==> config.mk <==
export PLATFORM = sky130hd
export DESIGN_NAME = fifo_level_watermark_control
export DESIGN_NICKNAME = d
export VERILOG_FILES = /design/src/inc/buf_pkg.sv /design/src/verilog/fifo_level_watermark_control.sv /design/src/verilog/buf_mem.sv
export SDC_FILE = /design/constraint.sdc
export NUM_CORES = 2
export LEC_CHECK = 0
export BUFFER_PORTS_ARGS = -buffer_cell sky130_fd_sc_hd__clkbuf_2
export CORE_AREA = 2 2 608 610
export CTS_CLUSTER_SIZE = 12
export DETAILED_ROUTE_END_ITERATION = 10
export DIE_AREA = 0 0 610 612
export PLACE_DENSITY = 0.63
export SYNTH_ARGS = -nofsm -noshare
export SYNTH_HDL_FRONTEND = slang
export SYNTH_HIERARCHICAL = 1
export SYNTH_SLANG_ARGS = --single-unit
==> constraint.sdc <==
create_clock -name mclk -period 5.25 [get_ports mclk]
set_clock_uncertainty 0.2 [all_clocks]
set_input_delay 0.525 -clock mclk [delete_from_list [all_inputs] [get_ports mclk]]
set_output_delay 0.525 -clock mclk [all_outputs]
set_load 0.005 [all_outputs]
==> src/inc/buf_pkg.sv <==
package buf_pkg;
  // ---------------------------------------------------------------
  // Register map
  // ---------------------------------------------------------------
  localparam logic [7:0] ctrl_off = 8'h02; // buffer_control_reg
  localparam logic [7:0] water_level_low_off = 8'h03;
  localparam logic [7:0] data_off = 8'h05; // Buffer data port
  localparam logic [7:0] count_low_off = 8'h04; // stored_byte_count low byte
  localparam logic [7:0] int_status_first_off = 8'h06;
  localparam logic [7:0] int_enable_first_off = 8'h08;
  // ---------------------------------------------------------------
  // Field positions
  // ---------------------------------------------------------------
  localparam int size_limit_bit = 7;
  localparam int almost_full_bit = 6;
  localparam int almost_empty_bit = 5;
  localparam int flush_bit = 4;
  localparam int level_ext_bit = 2;
  localparam int count_hi_bit = 0;
  localparam int err_src_bit = 1;
  localparam int ae_int_bit = 2;
  localparam int af_int_bit = 3;
  // ---------------------------------------------------------------
  // Sizes and reset values
  // ---------------------------------------------------------------
  localparam int full_depth = 512;
  localparam int small_depth = 255;
  localparam logic [7:0] water_level_reset = 8'h08;
  localparam logic [7:0] int_enable_reset = 8'h00;

  typedef struct packed {
    logic [7:0] addr;
    logic [7:0] wdata;
    logic wr;
    logic rd;
  } reg_req_type;
endpackage

==> src/verilog/fifo_level_watermark_control.sv <==
// Operation
// - Flush bit resets both buffer pointers
// - After flush count zero, full capacity
// - Size limit selects 255-byte capacity
// - Count tracks writes minus reads
// - Threshold from 03h plus 02h bit2 in full-size mode
// - Almost full when free space <= threshold
// - Almost empty when count <= threshold
// - Write when full sets overflow error
// - Almost-empty rise raises interrupt if enabled
// - Almost-full rise raises interrupt if enabled
// - Small mode fields fit one byte
//
// Our own choice: the strobed register port.
`timescale 1ns/1ns
`default_nettype none
module fifo_level_watermark_control
  import buf_pkg::*;
#(
  parameter int depth = full_depth,
  parameter int aw = 9
) (
  // Clock and reset
  input wire logic mclk,
  input wire logic rstn,
  // Register port
  input wire reg_req_type req,
  output logic [7:0] rdata,
  // Internal state machine side
  input wire logic core_wr,
  input wire logic [7:0] core_wdata,
  input wire logic core_rd,
  output logic [7:0] core_rdata,
  output logic core_empty,
  output logic core_full,
  // Interrupt request pin
  output logic irq
);
  // ---------------------------------------------------------------
  // Registers
  // ---------------------------------------------------------------
  logic size_limit_select_r;
  logic level_ext_r;
  logic [7:0] water_level_low_r;
  logic [aw-1:0] wr_ptr_r;
  logic [aw-1:0] rd_ptr_r;
  logic [aw:0] stored_byte_count_r;
  logic overflow_flag_r;
  logic almost_full_int_r;
  logic almost_empty_int_r;
  logic [7:0] int_enable_first_r;
  logic almost_full_d_r;
  logic almost_empty_d_r;
  logic [7:0] rdata_r;

  // Level arithmetic is one bit wider than the pointers so 512 fits
  logic [aw:0] capacity;
  logic [aw:0] alert_threshold;
  logic [aw:0] free_space;
  logic almost_full_flag;
  logic almost_empty_flag;
  logic full;
  logic empty;
  logic flush;
  logic host_wr_data;
  logic host_rd_data;
  logic any_wr;
  logic any_rd;
  logic do_wr;
  logic do_rd;
  logic [7:0] wr_byte;
  logic [7:0] mem_rdata;
  logic [aw-1:0] wr_ptr_nxt;
  logic [aw-1:0] rd_ptr_nxt;
  logic status_wr;
  logic ctrl_wr;
  logic af_rise;
  logic ae_rise;

  // ---------------------------------------------------------------
  // Decode
  // ---------------------------------------------------------------
  assign flush = req.wr && req.addr == ctrl_off && req.wdata[flush_bit];
  assign host_wr_data = req.wr && req.addr == data_off;
  assign host_rd_data = req.rd && req.addr == data_off;
  // Host port wins when both sides touch the buffer; software must avoid that
  assign any_wr = host_wr_data || core_wr;
  assign any_rd = host_rd_data || core_rd;
  assign wr_byte = host_wr_data ? req.wdata : core_wdata;
  // Control and status writes decoded once for the processes below, so every
  // process agrees on which cycle a write lands
  assign ctrl_wr = req.wr && req.addr == ctrl_off;
  assign status_wr = req.wr && req.addr == int_status_first_off;

  // ---------------------------------------------------------------
  // Levels
  // ---------------------------------------------------------------
  // Capacity per mode
  assign capacity = size_limit_select_r ? (aw+1)'(small_depth) : (aw+1)'(depth);
  // Extension bit is ignored in small mode so the threshold fits a byte
  assign alert_threshold = {{(aw-8){1'b0}}, level_ext_r & ~size_limit_select_r,
                            water_level_low_r};
  // Free space never wraps below zero as long as the size bit is not changed
  // with data stored; software flushes before switching sizes
  assign free_space = capacity - stored_byte_count_r;
  assign almost_full_flag = free_space <= alert_threshold;
  assign almost_empty_flag = stored_byte_count_r <= alert_threshold;
  // Compare with >= so a shrink below the stored count still blocks writes
  assign full = stored_byte_count_r >= capacity;
  assign empty = stored_byte_count_r == '0;
  assign do_wr = any_wr && !full && !flush;
  assign do_rd = any_rd && !empty && !flush;
  assign core_empty = empty;
  assign core_full = full;

  // ---------------------------------------------------------------
  // Storage
  // ---------------------------------------------------------------
  buf_mem #(
    .width(8),
    .depth(depth),
    .aw(aw)
  ) u_mem (
    .mclk(mclk),
    .we(do_wr),
    .waddr(wr_ptr_r),
    .wdata(wr_byte),
    .raddr(rd_ptr_r),
    .rdata(mem_rdata)
  );
  // Head byte is shown ahead so the state machine sees it before popping
  assign core_rdata = mem_rdata;

  // Next pointer values wrap at the active capacity, so a 255-byte
  // buffer never touches the upper part of the array
  assign wr_ptr_nxt = ((aw+1)'(wr_ptr_r) + 1'b1 >= capacity) ? '0 : wr_ptr_r + 1'b1;
  assign rd_ptr_nxt = ((aw+1)'(rd_ptr_r) + 1'b1 >= capacity) ? '0 : rd_ptr_r + 1'b1;

  // Write pointer; flush takes priority over a same-cycle write
  always_ff @(posedge mclk or negedge rstn) begin
    if (!rstn) begin
      wr_ptr_r <= '0;
    end else if (flush) begin
      wr_ptr_r <= '0;
    end else if (do_wr) begin
      wr_ptr_r <= wr_ptr_nxt;
    end
  end

  // Read pointer; an empty buffer never advances it
  always_ff @(posedge mclk or negedge rstn) begin
    if (!rstn) begin
      rd_ptr_r <= '0;
    end else if (flush) begin
      rd_ptr_r <= '0;
    end else if (do_rd) begin
      rd_ptr_r <= rd_ptr_nxt;
    end
  end

  // Fill count; a write and a read in one cycle cancel out
  always_ff @(posedge mclk or negedge rstn) begin
    if (!rstn) begin
      stored_byte_count_r <= '0;
    end else if (flush) begin
      stored_byte_count_r <= '0;
    end else if (do_wr && !do_rd) begin
      stored_byte_count_r <= stored_byte_count_r + 1'b1;
    end else if (do_rd && !do_wr) begin
      stored_byte_count_r <= stored_byte_count_r - 1'b1;
    end
  end

  // ---------------------------------------------------------------
  // Configuration registers
  // ---------------------------------------------------------------
  // Size and extension bits; the flush bit of the same byte is not stored
  always_ff @(posedge mclk or negedge rstn) begin
    if (!rstn) begin
      size_limit_select_r <= 1'b0;
      level_ext_r <= 1'b0;
    end else if (ctrl_wr) begin
      size_limit_select_r <= req.wdata[size_limit_bit];
      level_ext_r <= req.wdata[level_ext_bit];
    end
  end

  // Low byte of the shared threshold
  always_ff @(posedge mclk or negedge rstn) begin
    if (!rstn) begin
      water_level_low_r <= water_level_reset;
    end else if (req.wr && req.addr == water_level_low_off) begin
      water_level_low_r <= req.wdata;
    end
  end

  // Interrupt enables
  always_ff @(posedge mclk or negedge rstn) begin
    if (!rstn) begin
      int_enable_first_r <= int_enable_reset;
    end else if (req.wr && req.addr == int_enable_first_off) begin
      int_enable_first_r <= req.wdata;
    end
  end

  // ---------------------------------------------------------------
  // Events
  // ---------------------------------------------------------------
  // Alerts are levels; only their rising edges reach the status bits
  // Previous alert levels for rising-edge detection
  always_ff @(posedge mclk or negedge rstn) begin
    if (!rstn) begin
      almost_full_d_r <= 1'b0;
      almost_empty_d_r <= 1'b1;
    end else begin
      almost_full_d_r <= almost_full_flag;
      almost_empty_d_r <= almost_empty_flag;
    end
  end

  // Rising edges of the two alert levels
  assign af_rise = almost_full_flag && !almost_full_d_r;
  assign ae_rise = almost_empty_flag && !almost_empty_d_r;

  // Overflow is sticky; write 1 clears, a new event in the same cycle wins
  // so that no dropped byte goes unreported
  always_ff @(posedge mclk or negedge rstn) begin
    if (!rstn) begin
      overflow_flag_r <= 1'b0;
    end else if (any_wr && full && !flush) begin
      overflow_flag_r <= 1'b1;
    end else if (status_wr && req.wdata[err_src_bit]) begin
      overflow_flag_r <= 1'b0;
    end
  end

  // Almost-full status, set on the rise only so a level that stays high
  // does not raise the pin again after software cleared it
  always_ff @(posedge mclk or negedge rstn) begin
    if (!rstn) begin
      almost_full_int_r <= 1'b0;
    end else if (af_rise) begin
      almost_full_int_r <= 1'b1;
    end else if (status_wr && req.wdata[af_int_bit]) begin
      almost_full_int_r <= 1'b0;
    end
  end

  // Almost-empty status, same scheme
  always_ff @(posedge mclk or negedge rstn) begin
    if (!rstn) begin
      almost_empty_int_r <= 1'b0;
    end else if (ae_rise) begin
      almost_empty_int_r <= 1'b1;
    end else if (status_wr && req.wdata[ae_int_bit]) begin
      almost_empty_int_r <= 1'b0;
    end
  end

  // Interrupt pin gated by the enables; overflow shares the pin
  // only when its own enable bit is set
  assign irq = (almost_empty_int_r & int_enable_first_r[ae_int_bit])
             | (almost_full_int_r & int_enable_first_r[af_int_bit])
             | (overflow_flag_r & int_enable_first_r[err_src_bit]);

  // ---------------------------------------------------------------
  // Read back
  // ---------------------------------------------------------------
  always_ff @(posedge mclk or negedge rstn) begin
    if (!rstn) begin
      rdata_r <= 8'h00;
    end else if (req.rd) begin
      case (req.addr)
        ctrl_off: begin
          rdata_r <= 8'h00;
          rdata_r[size_limit_bit] <= size_limit_select_r;
          rdata_r[almost_full_bit] <= almost_full_flag;
          rdata_r[almost_empty_bit] <= almost_empty_flag;
          rdata_r[level_ext_bit] <= level_ext_r;
          // Upper count bits only meaningful in full-size mode; both are
          // needed so that a completely full buffer does not read as zero
          rdata_r[count_hi_bit] <= stored_byte_count_r[aw-1] & ~size_limit_select_r;
          rdata_r[count_hi_bit + 1] <= stored_byte_count_r[aw] & ~size_limit_select_r;
        end
        water_level_low_off: rdata_r <= water_level_low_r;
        count_low_off: rdata_r <= stored_byte_count_r[7:0];
        data_off: rdata_r <= empty ? 8'h00 : mem_rdata;
        int_status_first_off: begin
          rdata_r <= 8'h00;
          rdata_r[err_src_bit] <= overflow_flag_r;
          rdata_r[ae_int_bit] <= almost_empty_int_r;
          rdata_r[af_int_bit] <= almost_full_int_r;
        end
        int_enable_first_off: rdata_r <= int_enable_first_r;
        default: rdata_r <= 8'h00;
      endcase
    end else begin
      rdata_r <= 8'h00;
    end
  end
  // Read data stand one cycle and fall back to zero, so a stale value
  // is never mistaken for a fresh answer
  assign rdata = rdata_r;
endmodule // fifo_level_watermark_control
`default_nettype wire

==> src/verilog/buf_mem.sv <==
`timescale 1ns/1ns
`default_nettype none
module buf_mem
  import buf_pkg::*;
#(
  parameter int width = 8,
  parameter int depth = 512,
  parameter int aw = 9
) (
  // Clock
  input wire logic mclk,
  // Write side
  input wire logic we,
  input wire logic [aw-1:0] waddr,
  input wire logic [width-1:0] wdata,
  // Read side
  input wire logic [aw-1:0] raddr,
  output logic [width-1:0] rdata
);
  logic [width-1:0] mem [depth];

  // Storage; no reset so it maps to a RAM macro
  always_ff @(posedge mclk) begin
    if (we) begin
      mem[waddr] <= wdata;
    end
  end

  assign rdata = mem[raddr];
endmodule // buf_mem
`default_nettype wire

==> metrics.txt <==
commonest non-fill, non-tap cell in the layout=edfxtp_1; crit-path max FO=12; final setup fails=1; violated checks=setup timing; Vias/cell=6.14; initial antenna violation count=10; io pins=49; unrepaired setup endpoints after global routing=yes; DRT Pass-1 Iters=6; fill cell count=28,845; slew margin rel.=9.17%; worst skew pair latency=0.96 ns; count of final hold-check violations=0; CTS sink count=4,155; Synthesized Nets=8,633; fin crit share=100%; fmax=190 MHz; asr flop ratio synth=1.42%; largest net degree at the start of global routing=133; Detailed Route WL=440,000 um; cells after synthesis=8,545; Synthesis Warnings=6; initial drt markers=11,348; predominant post-synthesis flop cell=edfxtp_1; average footprint of a synthesized cell=19.3 um^2; top routing layer in use=met5; met3 WL=38,200 um; sequential share of the synthesized area=75.6%; M1 WL=172,000 um; Post-route DRC=0; Final min period=5.25 ns; DIE WIDTH=610 um; Initial Util=44.8%; Port Buffers=48; measured slew at the worst slew-check pin=1.36 ns; maximum VDD drop=512 uV; # rows=223; kind of end point of the critical path=output pin; flops & latches, synth=4,155; Netlist Area Pre-Place=165,000 um^2; core area=367,000 um^2; Max Root-Sink Buffers=4; fin nets=9,234; Max-cap violations=0; setup tns final=-0.000125 ns; Hold Crit Class=input pin to register; CTS root buf=clkbuf_16; Startpoint Class=register; die height=612 um; via count=87,684; status=complete, but fails checks; WL met2=210,000 um; CTS tree=built; area of the die=373,000 um^2; Final Max Slew Viols=0; Finished Core Util=51.4%; gr usage total=23.1%; Synth cell types=85; pwr dens=445 nW/um^2; number of synthesized flops with an enable pin=4,096; first-pass GRT wire length=627,000 um; clock buffer count from CTS=422; CP arrival=4.53 ns; H-tree depth=5; gr ovfl total=0; vias in the first global route=87,203; commonest cells after routing, fill and taps aside=edfxtp_1, mux2i_1, mux4_2; worst path required time=4.53 ns; Static Leak=0.0604 uW; critical path type=register to output pin; final worst slack=-0.000125 ns; layout cells sized above 1=22.0%; Reg clk slew, reported paths=0.06 ns; HPWL Detailed=269,000 um; Min Hold Slack=0.115 ns; RD Place Congestion=0.952; mean routed wirelength per cell=30.8 um; Area growth syn-to-layout=14.7%; Routed Antenna Nets=0
[sequential cells by signal, summed over array words and instances (netlist names), 8 cells and up]
register             count
stored_byte_count_r     10
wr_ptr_r                 9
u_mem/mem             4096
int_enable_first_r       8
water_level_low_r        8
rdata                    8
rd_ptr_r                 9
[logic make-up (layout without fill, tap and decap cells)]
logic type               after synthesis  after routing  share of synthesized area (%)
other                                  0              6                              0
AND/OR/NAND/NOR                     1139           1140                           3.08
AO/OA/AOI/OAI                       1116           1116                           4.75
multiplexers                        1489           1489                           14.1
adder cells (fa/ha/maj)               58             58                          0.450
XOR/XNOR                              23             23                          0.122
buffers and inverters                565           1450                           1.91
flip-flops                          4155           4155                           75.6
[power by group]
group          switching (uW)  internal (uW)
sequential                223          36600
combinational           12300           7300
clock                   12100          15400
total                   24600          59400
[cells in the mapped netlist, types with 6 or more instances]
master / instances / area [um^2]
edfxtp_1: 4096 / 123000
mux2i_1: 804 / 8050
mux4_2: 654 / 14700
nor2_1: 632 / 2370
o221ai_1: 371 / 3250
clkbuf_1: 271 / 1020
a21oi_1: 224 / 1120
o22ai_1: 163 / 1020
nand2_1: 151 / 567
o21ai_0: 148 / 741
nor3_1: 125 / 626
a22oi_1: 71 / 533
buf_4: 70 / 526
buf_6: 64 / 721
buf_2: 61 / 305
dfrtp_1: 57 / 1430
ha_1: 56 / 701
nand3_1: 49 / 245
buf_1: 41 / 154
inv_1: 41 / 154
nor4_1: 40 / 250
nand4_1: 37 / 231
mux2_2: 29 / 327
a211oi_1: 22 / 165
and2_1: 22 / 138
o31ai_1: 16 / 120
xnor2_1: 16 / 140
a22o_1: 12 / 105
and3_1: 12 / 75.1
buf_8: 11 / 165
nand2b_1: 10 / 62.6
nor2b_1: 10 / 62.6
a21o_1: 8 / 60.1
a31oi_1: 8 / 50.1
nor3b_1: 8 / 60.1
o2111a_1: 8 / 90.1
o41ai_1: 8 / 70.1
or3_1: 8 / 50.1
o21a_1: 7 / 52.6
xor2_1: 7 / 61.3
a2111oi_0: 6 / 52.6
[path summary, 6_finish.rpt]
kind	cells past startpoint	endpoint	startpoint	slack, ns
setup / recovery	10	core_rdata[4]	rd_ptr_r[7]	-0.0001
hold / removal	5	rdata[3]	req[12]	0.11
setup reg to reg	11	u_mem/mem[271][5]	size_limit_select_r	0.37
hold reg to reg	1	almost_empty_int_r	almost_empty_d_r	0.29
max in group asynchronous	3	rd_ptr_r[0]	rstn	4.01
min in group asynchronous	3	rdata[2]	rstn	0.12
[area by class of cell]
type / instances / area [um^2] / area share (%)
tap: 4837 / 6050 / 3.20
clock buffer: 569 / 11300 / 5.99
sequential: 4155 / 124000 / 65.9
clock inverter: 140 / 1040 / 0.552
inverter: 42 / 170 / 0.0901
timing repair buffer: 699 / 7510 / 3.98
multi-input combinational: 3826 / 38300 / 20.3
antenna: 6 / 15.0 / 0.00795
[worst max-delay path: stages (launching register included)]
cell and delay [ns]:
dfrtp_1 0.59, nand2b_1 0.71, nor3_1 0.26, buf_4 0.27
o21ai_2 0.16, nand4_1 0.25, nor4_4 0.63, buf_4 0.22
o2111a_1 0.21, buf_6 0.14, buf_6 0.10
[stage by stage]
stage	cells	power (uW)	area [um^2]	setup WS (ns)
4_1_cts	14248	83900	188000	-0.000734
3_3_place_gp	13471	55400	174000	-0.508
3_5_place_dp	13471	55500	174000	-0.368
6_report	14274	84000	189000	-0.000125
2_1_floorplan	8545	48700	165000	-0.754
5_1_grt	14269	86400	189000	-0.0219
[layer usage]
metal  up-vias  GRT usage [%]
met5         -              0
met4         4           9.27
met3       863           3.90
met2      4465           37.4
met1     45824           31.3
li1      36528              -
[timing repair]
action / 4_1_cts / 5_1_grt
setup endpoints to repair: 17 / 8
pin swaps: 42 / 41
gates cloned: 23 / 8
resized for setup: 221 / 81
buffers inserted: 27 / 14
hold buffers: 18 / 0
endpoints found under the hold margin: 86 / 0
(Power assumes the default switching activity.)
